File: src/common/gpp_pkg.sv
/*
 * Constants shared by the general-purpose port block (ports 6, 7, 8):
 * register offsets, reset values, bus answers and the address match.
 * Assumes a 32-bit AXI4-Lite bus with 12 address bits.
 */
package gpp_pkg;

    // Pins per port and bus address width
    localparam int GPP_PINS = 8;
    localparam int GPP_AW   = 12;

    // Register byte offsets
    localparam logic [11:0] GPP_OFF_DATA6 = 12'h000;
    localparam logic [11:0] GPP_OFF_DIR6  = 12'h004;
    localparam logic [11:0] GPP_OFF_PU6   = 12'h008;
    localparam logic [11:0] GPP_OFF_DATA7 = 12'h00C;
    localparam logic [11:0] GPP_OFF_DIR7  = 12'h010;
    localparam logic [11:0] GPP_OFF_DATA8 = 12'h014;
    localparam logic [11:0] GPP_OFF_DIR8  = 12'h018;
    localparam logic [11:0] GPP_OFF_FUNC  = 12'h01C;

    // Values after reset and fixed read values
    localparam logic [7:0]  GPP_DATA_RST = 8'h00;
    localparam logic [7:0]  GPP_DIR_RST  = 8'h00;
    localparam logic [7:0]  GPP_PU_RST   = 8'h00;
    localparam logic [23:0] GPP_FUNC_RST = 24'hFF_FFFF;
    localparam logic [7:0]  GPP_DIR_READ = 8'hFF;
    localparam logic [2:0]  GPP_SYNC_RST = 3'h0;

    // Bus answers
    localparam logic [1:0] GPP_RESP_OKAY   = 2'h0;
    localparam logic [1:0] GPP_RESP_DECERR = 2'h3;

    // Word match of a byte address against a register offset
    function automatic logic gpp_hit(input logic [11:0] addr,
                                     input logic [11:0] off);
        gpp_hit = (addr[11:2] == off[11:2]);
    endfunction : gpp_hit

endpackage : gpp_pkg

File: src/common/gpp_port_if.sv
/*
 * Bundle between the register core and one port's pin logic.
 * Assumes the core drives the settings and the port answers.
 */
`timescale 1ns/10ps
interface gpp_port_if;
    logic [7:0] latch;   // Data latch
    logic [7:0] dir;     // 1 output, 0 input
    logic [7:0] func;    // 1 pin is general purpose
    logic [7:0] pu;      // Pull-up enable bits
    logic [7:0] lvl;     // Synchronised pin level
    logic [7:0] rd_val;  // Value a data read returns
    logic [7:0] pin_o;   // Pin drive value
    logic [7:0] oe_n;    // Low while the pin is driven
    logic [7:0] pu_on;   // Pull-up switched on

    modport core (output latch, dir, func, pu, lvl,
                  input  rd_val, pin_o, oe_n, pu_on);
    modport port (input  latch, dir, func, pu, lvl,
                  output rd_val, pin_o, oe_n, pu_on);
endinterface : gpp_port_if

File: src/gpp_sync.sv
/*
 * Three-stage pin synchroniser: a new level is taken once the
 * second and third stages agree. Assumes pins are asynchronous.
 */
`timescale 1ns/10ps
module gpp_sync
    import gpp_pkg::*;
(
    input  wire logic        aclk,
    input  wire logic        aresetn,
    input  wire logic        ce,
    input  wire logic [23:0] pins,
    output      logic [23:0] lvl_q
);
    logic [23:0] s1_q;
    logic [23:0] s2_q;
    logic [23:0] s3_q;
    logic [23:0] agree;
    logic [23:0] lvl_d;

    // Take the third stage only where it matches the second
    assign agree = s2_q ~^ s3_q;
    assign lvl_d = (s3_q & agree) | (lvl_q & ~agree);

    // Stage chain, frozen while ce is low
    always_ff @(posedge aclk) begin
        if (!aresetn) begin
            s1_q  <= {8{GPP_SYNC_RST}};
            s2_q  <= {8{GPP_SYNC_RST}};
            s3_q  <= {8{GPP_SYNC_RST}};
            lvl_q <= {8{GPP_SYNC_RST}};
        end else if (ce) begin
            s1_q  <= pins;
            s2_q  <= s1_q;
            s3_q  <= s2_q;
            lvl_q <= lvl_d;
        end
    end
endmodule : gpp_sync

File: src/gpp_port.sv
/*
 * Pin logic of one 8-bit port: drive, enable, pull-up, read value.
 * Assumes settings come from flip-flops in the register core.
 */
`timescale 1ns/10ps
module gpp_port
    import gpp_pkg::*;
(
    gpp_port_if.port gp
);
    logic [7:0] gpio_out;

    // Output only where the bit is 1 and the pin is general purpose
    assign gpio_out = gp.dir & gp.func;
    assign gp.oe_n  = ~gpio_out;
    assign gp.pin_o = gp.latch & gpio_out;

    // Pull-up only on a general-purpose input with its bit set
    assign gp.pu_on = gp.pu & ~gp.dir & gp.func;

    // Output bits read the latch, input bits the pin
    assign gp.rd_val = (gp.latch & gp.dir)
                     | (gp.lvl & ~gp.dir);
endmodule : gpp_port

File: src/gpp_top.sv
/*
 * General-purpose I/O ports 6, 7 and 8 behind an AXI4-Lite slave:
 * data latches, write-only direction bits, port 6 pull-ups and a
 * function-select word that hands pins to other functions.
 * Assumes one clock, synchronous reset and asynchronous pin inputs.
 */
`timescale 1ns/10ps

// Notes on behaviour
// - A port 6 general-purpose input pin has its pull-up on exactly when its enable bit is 1.
// - After reset every pull-up is off.
// - The pull-up register holds eight bits, bit n for port 6 pin n.
// - A direction bit of 1 makes its own pin an output, 0 an input.
// - Direction registers are write-only and read back as all ones.
// - Data reads return the latch for bits whose direction is output.
// - Data reads return the sampled pin level for input bits.
// - Direction and latch act only while the pin is general purpose.
// - Port 8 has an eight-bit direction register of the same form.
module gpp_top
    import gpp_pkg::*;
(
    input  wire logic        aclk,
    input  wire logic        aresetn,
    input  wire logic        ce,
    input  wire logic [11:0] s_axi_awaddr,
    input  wire logic        s_axi_awvalid,
    output      logic        s_axi_awready,
    input  wire logic [31:0] s_axi_wdata,
    input  wire logic [3:0]  s_axi_wstrb,
    input  wire logic        s_axi_wvalid,
    output      logic        s_axi_wready,
    output      logic [1:0]  s_axi_bresp,
    output      logic        s_axi_bvalid,
    input  wire logic        s_axi_bready,
    input  wire logic [11:0] s_axi_araddr,
    input  wire logic        s_axi_arvalid,
    output      logic        s_axi_arready,
    output      logic [31:0] s_axi_rdata,
    output      logic [1:0]  s_axi_rresp,
    output      logic        s_axi_rvalid,
    input  wire logic        s_axi_rready,
    input  wire logic [7:0]  p6_in,
    output      logic [7:0]  p6_out,
    output      logic [7:0]  p6_oe_n,
    output      logic [7:0]  p6_pullup,
    input  wire logic [7:0]  p7_in,
    output      logic [7:0]  p7_out,
    output      logic [7:0]  p7_oe_n,
    input  wire logic [7:0]  p8_in,
    output      logic [7:0]  p8_out,
    output      logic [7:0]  p8_oe_n
);

    // Registers seen by software
    logic [7:0]  data_latch_port6_q;
    logic [7:0]  data_latch_port7_q;
    logic [7:0]  data_latch_port8_q;
    logic [7:0]  direction_port6_q;
    logic [7:0]  direction_port7_q;
    logic [7:0]  direction_port8_q;
    logic [7:0]  pullup_enable_port6_q;
    logic [23:0] func_sel_q;

    // Write channel state
    logic        aw_got_q;
    logic [11:0] awaddr_q;
    logic        w_got_q;
    logic [31:0] wdata_q;
    logic [3:0]  wstrb_q;
    logic        bvalid_q;
    logic [1:0]  bresp_q;

    // Read channel state
    logic        rvalid_q;
    logic [31:0] rdata_q;
    logic [1:0]  rresp_q;

    // Decode and handshake wires
    logic        wr_go;
    logic        wr_lane0;
    logic        wr_known;
    logic        we_data6;
    logic        we_dir6;
    logic        we_pu6;
    logic        we_data7;
    logic        we_dir7;
    logic        we_data8;
    logic        we_dir8;
    logic        we_func;
    logic        rd_take;
    logic        rd_known;
    logic [7:0]  rd_byte;
    logic [31:0] rd_word;
    logic [23:0] pin_lvl;

    gpp_port_if p6_if ();
    gpp_port_if p7_if ();
    gpp_port_if p8_if ();

    // Bus handshakes; ce low holds every ready low
    assign s_axi_awready = ce & ~aw_got_q & ~bvalid_q;
    assign s_axi_wready  = ce & ~w_got_q & ~bvalid_q;
    assign s_axi_arready = ce & ~rvalid_q;
    assign s_axi_bvalid  = bvalid_q;
    assign s_axi_bresp   = bresp_q;
    assign s_axi_rvalid  = rvalid_q;
    assign s_axi_rdata   = rdata_q;
    assign s_axi_rresp   = rresp_q;
    assign rd_take       = s_axi_arvalid & s_axi_arready;

    // A write runs once address and data are both held
    assign wr_go    = ce & aw_got_q & w_got_q & ~bvalid_q;
    assign wr_lane0 = wr_go & wstrb_q[0];

    // Write decode
    assign we_data6 = wr_lane0 & gpp_hit(awaddr_q, GPP_OFF_DATA6);
    assign we_dir6  = wr_lane0 & gpp_hit(awaddr_q, GPP_OFF_DIR6);
    assign we_pu6   = wr_lane0 & gpp_hit(awaddr_q, GPP_OFF_PU6);
    assign we_data7 = wr_lane0 & gpp_hit(awaddr_q, GPP_OFF_DATA7);
    assign we_dir7  = wr_lane0 & gpp_hit(awaddr_q, GPP_OFF_DIR7);
    assign we_data8 = wr_lane0 & gpp_hit(awaddr_q, GPP_OFF_DATA8);
    assign we_dir8  = wr_lane0 & gpp_hit(awaddr_q, GPP_OFF_DIR8);
    assign we_func  = wr_go & gpp_hit(awaddr_q, GPP_OFF_FUNC);

    // Offsets that answer OKAY
    assign wr_known = gpp_hit(awaddr_q, GPP_OFF_DATA6)
                    | gpp_hit(awaddr_q, GPP_OFF_DIR6)
                    | gpp_hit(awaddr_q, GPP_OFF_PU6)
                    | gpp_hit(awaddr_q, GPP_OFF_DATA7)
                    | gpp_hit(awaddr_q, GPP_OFF_DIR7)
                    | gpp_hit(awaddr_q, GPP_OFF_DATA8)
                    | gpp_hit(awaddr_q, GPP_OFF_DIR8)
                    | gpp_hit(awaddr_q, GPP_OFF_FUNC);

    // Read selection; direction words always read as ones
    assign rd_byte =
        gpp_hit(s_axi_araddr, GPP_OFF_DATA6) ? p6_if.rd_val :
        gpp_hit(s_axi_araddr, GPP_OFF_DATA7) ? p7_if.rd_val :
        gpp_hit(s_axi_araddr, GPP_OFF_DATA8) ? p8_if.rd_val :
        gpp_hit(s_axi_araddr, GPP_OFF_PU6)
            ? pullup_enable_port6_q :
        gpp_hit(s_axi_araddr, GPP_OFF_DIR6) ? GPP_DIR_READ :
        gpp_hit(s_axi_araddr, GPP_OFF_DIR7) ? GPP_DIR_READ :
        gpp_hit(s_axi_araddr, GPP_OFF_DIR8) ? GPP_DIR_READ :
        8'h00;
    assign rd_known = gpp_hit(s_axi_araddr, GPP_OFF_DATA6)
                    | gpp_hit(s_axi_araddr, GPP_OFF_DIR6)
                    | gpp_hit(s_axi_araddr, GPP_OFF_PU6)
                    | gpp_hit(s_axi_araddr, GPP_OFF_DATA7)
                    | gpp_hit(s_axi_araddr, GPP_OFF_DIR7)
                    | gpp_hit(s_axi_araddr, GPP_OFF_DATA8)
                    | gpp_hit(s_axi_araddr, GPP_OFF_DIR8)
                    | gpp_hit(s_axi_araddr, GPP_OFF_FUNC);
    assign rd_word =
        gpp_hit(s_axi_araddr, GPP_OFF_FUNC) ? {8'h00, func_sel_q}
                                            : {24'h00_0000, rd_byte};

    // Write address and data capture, in either order
    always_ff @(posedge aclk) begin
        if (!aresetn) begin
            aw_got_q <= 1'b0;
            awaddr_q <= 12'h000;
        end else if (ce) begin
            if (s_axi_awvalid && s_axi_awready) begin
                aw_got_q <= 1'b1;
                awaddr_q <= s_axi_awaddr;
            end else if (wr_go) begin
                aw_got_q <= 1'b0;
            end
        end
    end

    always_ff @(posedge aclk) begin
        if (!aresetn) begin
            w_got_q <= 1'b0;
            wdata_q <= 32'h0000_0000;
            wstrb_q <= 4'h0;
        end else if (ce) begin
            if (s_axi_wvalid && s_axi_wready) begin
                w_got_q <= 1'b1;
                wdata_q <= s_axi_wdata;
                wstrb_q <= s_axi_wstrb;
            end else if (wr_go) begin
                w_got_q <= 1'b0;
            end
        end
    end

    // Write response
    always_ff @(posedge aclk) begin
        if (!aresetn) begin
            bvalid_q <= 1'b0;
            bresp_q  <= GPP_RESP_OKAY;
        end else if (ce) begin
            if (wr_go) begin
                bvalid_q <= 1'b1;
                bresp_q  <= wr_known ? GPP_RESP_OKAY : GPP_RESP_DECERR;
            end else if (s_axi_bready) begin
                bvalid_q <= 1'b0;
            end
        end
    end

    // Read answer one cycle after the address is taken
    always_ff @(posedge aclk) begin
        if (!aresetn) begin
            rvalid_q <= 1'b0;
            rdata_q  <= 32'h0000_0000;
            rresp_q  <= GPP_RESP_OKAY;
        end else if (ce) begin
            if (rd_take) begin
                rvalid_q <= 1'b1;
                rdata_q  <= rd_known ? rd_word : 32'h0000_0000;
                rresp_q  <= rd_known ? GPP_RESP_OKAY : GPP_RESP_DECERR;
            end else if (s_axi_rready) begin
                rvalid_q <= 1'b0;
            end
        end
    end

    // Data latches take every bit, whatever the directions
    always_ff @(posedge aclk) begin
        if (!aresetn) begin
            data_latch_port6_q <= GPP_DATA_RST;
            data_latch_port7_q <= GPP_DATA_RST;
            data_latch_port8_q <= GPP_DATA_RST;
        end else begin
            if (we_data6) data_latch_port6_q <= wdata_q[7:0];
            if (we_data7) data_latch_port7_q <= wdata_q[7:0];
            if (we_data8) data_latch_port8_q <= wdata_q[7:0];
        end
    end

    // Direction registers, write only
    always_ff @(posedge aclk) begin
        if (!aresetn) begin
            direction_port6_q <= GPP_DIR_RST;
            direction_port7_q <= GPP_DIR_RST;
            direction_port8_q <= GPP_DIR_RST;
        end else begin
            if (we_dir6) direction_port6_q <= wdata_q[7:0];
            if (we_dir7) direction_port7_q <= wdata_q[7:0];
            if (we_dir8) direction_port8_q <= wdata_q[7:0];
        end
    end

    // Pull-up enables off after reset; function select per byte lane
    always_ff @(posedge aclk) begin
        if (!aresetn) begin
            pullup_enable_port6_q <= GPP_PU_RST;
            func_sel_q            <= GPP_FUNC_RST;
        end else begin
            if (we_pu6) pullup_enable_port6_q <= wdata_q[7:0];
            if (we_func && wstrb_q[0]) func_sel_q[7:0]   <= wdata_q[7:0];
            if (we_func && wstrb_q[1]) func_sel_q[15:8]  <= wdata_q[15:8];
            if (we_func && wstrb_q[2]) func_sel_q[23:16] <= wdata_q[23:16];
        end
    end

    // Pin levels through the synchroniser
    gpp_sync u_sync (
        .aclk    (aclk),
        .aresetn (aresetn),
        .ce      (ce),
        .pins    ({p8_in, p7_in, p6_in}),
        .lvl_q   (pin_lvl)
    );

    // Settings into each port bundle
    assign p6_if.latch = data_latch_port6_q;
    assign p6_if.dir   = direction_port6_q;
    assign p6_if.func  = func_sel_q[7:0];
    assign p6_if.pu    = pullup_enable_port6_q;
    assign p6_if.lvl   = pin_lvl[7:0];
    assign p7_if.latch = data_latch_port7_q;
    assign p7_if.dir   = direction_port7_q;
    assign p7_if.func  = func_sel_q[15:8];
    assign p7_if.pu    = 8'h00;
    assign p7_if.lvl   = pin_lvl[15:8];
    assign p8_if.latch = data_latch_port8_q;
    assign p8_if.dir   = direction_port8_q;
    assign p8_if.func  = func_sel_q[23:16];
    assign p8_if.pu    = 8'h00;
    assign p8_if.lvl   = pin_lvl[23:16];

    gpp_port u_port6 (.gp (p6_if.port));
    gpp_port u_port7 (.gp (p7_if.port));
    gpp_port u_port8 (.gp (p8_if.port));

    // Pin outputs
    assign p6_out    = p6_if.pin_o;
    assign p6_oe_n   = p6_if.oe_n;
    assign p6_pullup = p6_if.pu_on;
    assign p7_out    = p7_if.pin_o;
    assign p7_oe_n   = p7_if.oe_n;
    assign p8_out    = p8_if.pin_o;
    assign p8_oe_n   = p8_if.oe_n;
endmodule : gpp_top

File: config.mk
export PLATFORM = sky130hd
export DESIGN_NAME = gpp_top
export DESIGN_NICKNAME = d
export VERILOG_FILES = /design/src/common/gpp_pkg.sv /design/src/common/gpp_port_if.sv /design/src/gpp_sync.sv /design/src/gpp_port.sv /design/src/gpp_top.sv
export SDC_FILE = /design/constraint.sdc
export NUM_CORES = 1
export LEC_CHECK = 0
export ABC_CLOCK_PERIOD_IN_PS = 5000
export BUFFER_PORTS_ARGS = -buffer_cell sky130_fd_sc_hd__buf_4
export CAP_MARGIN = 20
export CORE_ASPECT_RATIO = 2
export CORE_MARGIN = 2
export CORE_UTILIZATION = 45
export DETAILED_ROUTE_END_ITERATION = 6
export GPL_ROUTABILITY_DRIVEN = 0
export GPL_TIMING_DRIVEN = 1
export PLACE_DENSITY = 0.66
export SYNTH_ARGS = -nofsm -noshare
export SYNTH_HDL_FRONTEND = slang
export SYNTH_HIERARCHICAL = 1
export SYNTH_SLANG_ARGS = --single-unit
File: constraint.sdc
create_clock -name aclk -period 5 [get_ports aclk]
set_clock_uncertainty 0.1 [all_clocks]
set_input_delay 0.75 -clock aclk [delete_from_list [all_inputs] [get_ports aclk]]
set_output_delay 0.75 -clock aclk [all_outputs]
set_load 0.01 [all_outputs]
==> results of run 1 <==
[metal layers]
layer,part of all wire,track usage,vias up
li1,-,-,4036
met1,0.39,0.233,3851
met2,0.54,0.404,188
met3,0.040,0.0270,49
met4,0.035,0.0881,0
met5,0,0,-
[final cells by class]
cell class / count / area share
inverters: 28 / 0.00859
clock buffers: 35 / 0.0533
flip-flops and latches: 243 / 0.393
well taps: 280 / 0.0283
repair buffers: 175 / 0.108
clock inverters: 5 / 0.00323
multi-input cells: 764 / 0.406
[per-stage QoR]
step	worst slack, ns	util	power (uW)
floorplan	2.63	-	2230
global placement	1.82	0.513	2310
detailed placement	1.78	0.513	2320
CTS	2.23	0.543	3970
global route	2.14	0.545	4080
finish	2.24	0.545	3920
[power by group]
group	switching, uW	total, uW	internal (uW)
Clock	732	1650	915
Sequential	37.7	2010	1970
Combinational	150	265	115
Total	920	3920	3000
[cell usage in the layout (no fill, tap or decap), types with 6 or more instances in the layout]
cell type / n
a21oi_1: 73
a22oi_1: 19
and3_1: 8
and3_2: 18
and3b_2: 8
buf_4: 174
clkbuf_1: 8
clkbuf_16: 23
conb_1: 8
dfxtp_1: 243
inv_1: 26
mux2_4: 24
mux2i_1: 152
nand2_1: 160
nand2b_1: 6
nand4_2: 9
nor2_1: 154
nor2b_1: 25
nor4b_1: 7
o21ai_0: 7
o31ai_1: 7
o32ai_1: 20
[flip-flops by register name (all words and copies together), names as in the netlist, named ones only]
| register | flops |
|---|---|
| wstrb_q | 3 |
| u_sync/s2_q | 24 |
| data_latch_port6_q | 8 |
| u_sync/s3_q | 24 |
| s_axi_bresp | 1 |
| wdata_q | 24 |
| s_axi_bvalid | 1 |
| data_latch_port7_q | 8 |
| u_sync/s1_q | 24 |
| func_sel_q | 24 |
| s_axi_rdata | 24 |
| direction_port8_q | 8 |
| data_latch_port8_q | 8 |
| direction_port6_q | 8 |
| s_axi_rvalid | 1 |
| w_got_q | 1 |
| awaddr_q | 10 |
| aw_got_q | 1 |
| direction_port7_q | 8 |
| p6_if.pu | 8 |
| s_axi_rresp | 1 |
[worst reg2reg max path: stages (launching register included)]
cell and delay [ns]:
dfxtp_1 0.36, and4b_1 0.68, and4_1 0.66, mux2i_1 0.25
nand2_1 0.07
[worst min-delay path by stage]
stage | from | endpoint | depth (start not counted)
6_report | wdata_q[11] | wdata_q[11] | 2
5_1_grt | p8_in[4] | u_sync/s1_q[20] | 3
4_1_cts | p7_in[0] | u_sync/s1_q[8] | 3
3_5_place_dp | s_axi_rdata[7] | s_axi_rdata[7] | 2
3_3_place_gp | s_axi_rdata[0] | s_axi_rdata[0] | 2
2_1_floorplan | wstrb_q[1] | wstrb_q[1] | 2
==> results.toml, run 1 <==
[status]
status = "completed"

[drt]
first_pass_iters = 4
drtIter0Drc = 320
wl_per_cell_microns = 17.4
viasPerCell = 5.31
drtAntennaViolNets = 0
drt_drc_violations_left = 0
wirelength_mm = 26.6
num_vias = 8124

[sta]
max_slew_margin = 0.222
period_share = 0.552
setup_viol_count_final = 0
period_needed_ns = 2.76
hold_viol = 0
holdWs_ns = 0.357
rsz0062_at_grt = "false"
worst_pin_slew_ns = 1.16
fmax_ghz = 0.362
slew_viol_final = 0
tns_ns = 0

[final_layout]
fin_cells = 1530
syn_to_final_growth_pct = 18.5
post-route-cell-area_sq_um = 12400
seq_area_sq_um = 4860
multi_input_area_sq_um = 5030
fin_nets = 1327
drive_gt1_frac = 0.226
fillers = 2121
diodes = 0

[setup_path]
critPathKind = "in2out"
required_ns = 4.15
path_common_cell = "buf_4"
rr_startpoint = "s_axi_bvalid"
timing.critical_path.cells = "buf_4, nor3b_1, buf_4"
crit_path_start = "ce"
crit_arrival_ns = 1.91
path_max_fanout = 53
critical_path.max_stage_delay_ns = 0.51
r2r-end = "func_sel_q[6]"
reg2regPathDepth = 4
ff2ff_setup_slack_ns = 2.74
cpLargestDelayFamily = "buffers and inverters"
path_buf_inv = 2
endpoint = "s_axi_wready"
startpoint_type = "input pin"
path_depth = 3
slowest_stage = "buf_4"
endpoint_kind = "primary output"

[min_path]
holdCritPathClass = "reg2reg"

[grt]
antenna_found_initial = 0
grt_overflow = 0
grt_pass1_wl_mm = 41.6
grt_max_degree = 89
grt_pass1_vias = 7857
grt.total_usage = 0.212

[clocking]
clkSinkCount = 243
cts_resized = 0
clkTransAtPathRegs_ns = 0.06
htreeDepth = 1
cts_tree = "done"
postCtsSetupBuffers = 0
insertion_delay_ns = 0.53
cts.path.max_buffers = 3
ctsRootBufferMaster = "clkbuf_16"
cts_hold_repair.buffers = 0
numCtsBuffers = 23

[floorplan]
die_y_microns = 220
die_area_sq_um = 24500
initial_core_util = 0.460
rows = 78
ios = 189
die_x_microns = 112
core_sq_um = 22700

[synthesis]
synth_warnings = 6
syn_area_sq_um = 10500
syn_area_per_cell_sq_um = 9.40
synthCells = 1112

[power]
power.density_nw_per_um2 = 317
vdd_drop_max_v = 0.000361
power.leakage_uw = 0.00554

[place]
dpl.cell_count = 1489
dp_hpwl_mm = 19.0
placed_area_sq_um = 11700
port-buffer-count = 167

[job]
maxCapViolations = 0
(Power assumes the default switching activity.)
==> run 2: changes to the inputs <==
--- a/config.mk
+++ b/config.mk
@@ -5,7 +5,8 @@
 export SDC_FILE = /design/constraint.sdc
 export NUM_CORES = 1
 export LEC_CHECK = 0
-export ABC_CLOCK_PERIOD_IN_PS = 5000
+export ABC_AREA = 1
+export ABC_CLOCK_PERIOD_IN_PS = 2800
 export BUFFER_PORTS_ARGS = -buffer_cell sky130_fd_sc_hd__buf_4
 export CAP_MARGIN = 20
 export CORE_ASPECT_RATIO = 2
==> constraint.sdc (replaced) <==
create_clock -name aclk -period 2.8 [get_ports aclk]
set_clock_uncertainty 0.1 [all_clocks]
set_input_delay 0.42 -clock aclk [delete_from_list [all_inputs] [get_ports aclk]]
set_output_delay 0.42 -clock aclk [all_outputs]
set_load 0.01 [all_outputs]
==> run 2 against run 1 <==
Design area fell by 0.40%. Critical endpoint is now wdata_q[10]. Sequential power rose by 83%. Non-clock buffer count rose by 2. Critical path depth rose by 4.
==> results.toml, run 2 <==
[status]
status = "completed"

[power]
power_uw = 7330
vdd_drop_max_v = 0.000503
power.leakage_uw = 0.00537
power.density_nw_per_um2 = 594

[synthesis]
syn_area_sq_um = 10300
synthCells = 1407
syn_area_per_cell_sq_um = 7.34
synth_warnings = 6

[final_layout]
diodes = 0
drive_gt1_frac = 0.185
fillers = 2231
syn_to_final_growth_pct = 19.5
fin_nets = 1631
final_cell_mix = "nand2_1, dfxtp_1, buf_4"
layout_commonest_cell = "nand2_1"

[setup_path]
timing.critical_path.cells = "nor2_8, inv_1, nor2_1, nand2_1, clkinv_1, nor2_1, nor2_1"
ff2ff_setup_slack_ns = 0.75
slowest_stage = "clkinv_1"
rr_startpoint = "s_axi_bvalid"
required_ns = 3.11
r2r-end = "wdata_q[10]"
startpoint_type = "flop"
crit_arrival_ns = 2.36
critical_path.max_stage_delay_ns = 0.56
path_common_cell = "nor2_1"
critPathKind = "reg2reg"
reg2regPathDepth = 7
path_max_fanout = 18
endpoint_kind = "flop"

[clocking]
numCtsBuffers = 22
htreeDepth = 1
clkSinkCount = 243
cts_tree = "done"
postCtsSetupBuffers = 0
cts.path.max_buffers = 3
cts_resized = 0
cts_hold_repair.buffers = 0
ctsRootBufferMaster = "clkbuf_16"
insertion_delay_ns = 0.52
clkTransAtPathRegs_ns = 0.07

[floorplan]
die_x_microns = 111
core_sq_um = 22600
die_y_microns = 218
initial_core_util = 0.456
rows = 78
die_area_sq_um = 24200
ios = 189

[min_path]
worstHoldEndpoint = "u_sync/s1_q[1]"
holdCritPathClass = "in2reg"
hold_depth = 3
min-delay-start = "p6_in[1]"

[sta]
period_needed_ns = 2.05
slew_viol_final = 0
setup_viol_count_final = 0
worst_pin_slew_ns = 0.939
period_share = 0.732
rsz0062_at_grt = "false"
tns_ns = 0
fmax_ghz = 0.488
max_slew_margin = 0.374
hold_viol = 0

[grt]
grt_pass1_wl_mm = 45.1
antenna_found_initial = 1
grt.total_usage = 0.232
grt_pass1_vias = 8780
grt_overflow = 0
grt_max_degree = 118

[drt]
viasPerCell = 5.05
num_vias = 9258
drtAntennaViolNets = 0
drtIter0Drc = 518
drt_drc_violations_left = 0
wirelength_mm = 28.5
wl_per_cell_microns = 15.5
first_pass_iters = 5

[job]
maxCapViolations = 0

[place]
dp_hpwl_mm = 20.7
port-buffer-count = 167
-- run 2: critical path, delay by kind of cell (launching register included) --
kind          cells  cell delay, ns
buf+inv           2            0.63
flops             1            0.47
simple gates      5            0.73
-- run 2: how the worst max path moves through the flow --
stage                                from              endpoint  slack [ns]  depth (start not counted)
after floorplan           s_axi_araddr[9]        s_axi_rdata[3]        1.15                         10
after global placement    s_axi_araddr[9]        s_axi_rdata[0]        0.50                         12
after detailed placement  s_axi_araddr[9]        s_axi_rdata[3]        0.47                         12
after CTS                    s_axi_bvalid           wdata_q[10]        0.74                          7
after global routing          awaddr_q[6]  direction_port7_q[4]        0.47                          8
final                        s_axi_bvalid           wdata_q[10]        0.75                          7
-- run 2: per-stage QoR --
stage / utilization / area (sq um) / cells / hold slack (ns) / worst slack (ns)
2_1_floorplan: - / 10300 / 1414 / 0.324 / 1.15
3_3_place_gp: 0.512 / 11600 / 1795 / 0.331 / 0.502
3_5_place_dp: 0.512 / 11600 / 1795 / 0.338 / 0.474
4_1_cts: 0.545 / 12300 / 1835 / 0.0110 / 0.742
5_1_grt: 0.545 / 12300 / 1835 / 0.0180 / 0.472
6_report: 0.545 / 12300 / 1835 / 0.0192 / 0.750
-- run 2: cell type report --
cell class | count | area, sq um | share of cell area
Sequential cell | 243 | 4860 | 0.394
Clock buffer | 32 | 669 | 0.0543
Inverter | 152 | 583 | 0.0473
Clock inverter | 8 | 67.6 | 0.00548
Tap cell | 280 | 350 | 0.0284
Multi-Input combinational cell | 943 | 4440 | 0.360
Timing Repair Buffer | 177 | 1350 | 0.110
-- run 2: report_power, final --
part / internal, uW / switching [uW]
Combinational: 228 / 354
Sequential: 3590 / 82.4
Clock: 1750 / 1320
Total: 5570 / 1750
-- run 2: per-layer routing --
layer	share of wire	wire length, microns	global-route usage	vias to the layer above
li1	-	-	-	4747
met1	0.37	10600	0.246	4180
met2	0.52	14700	0.428	256
met3	0.047	1330	0.0308	75
met4	0.064	1820	0.147	0
met5	0	0	0	-
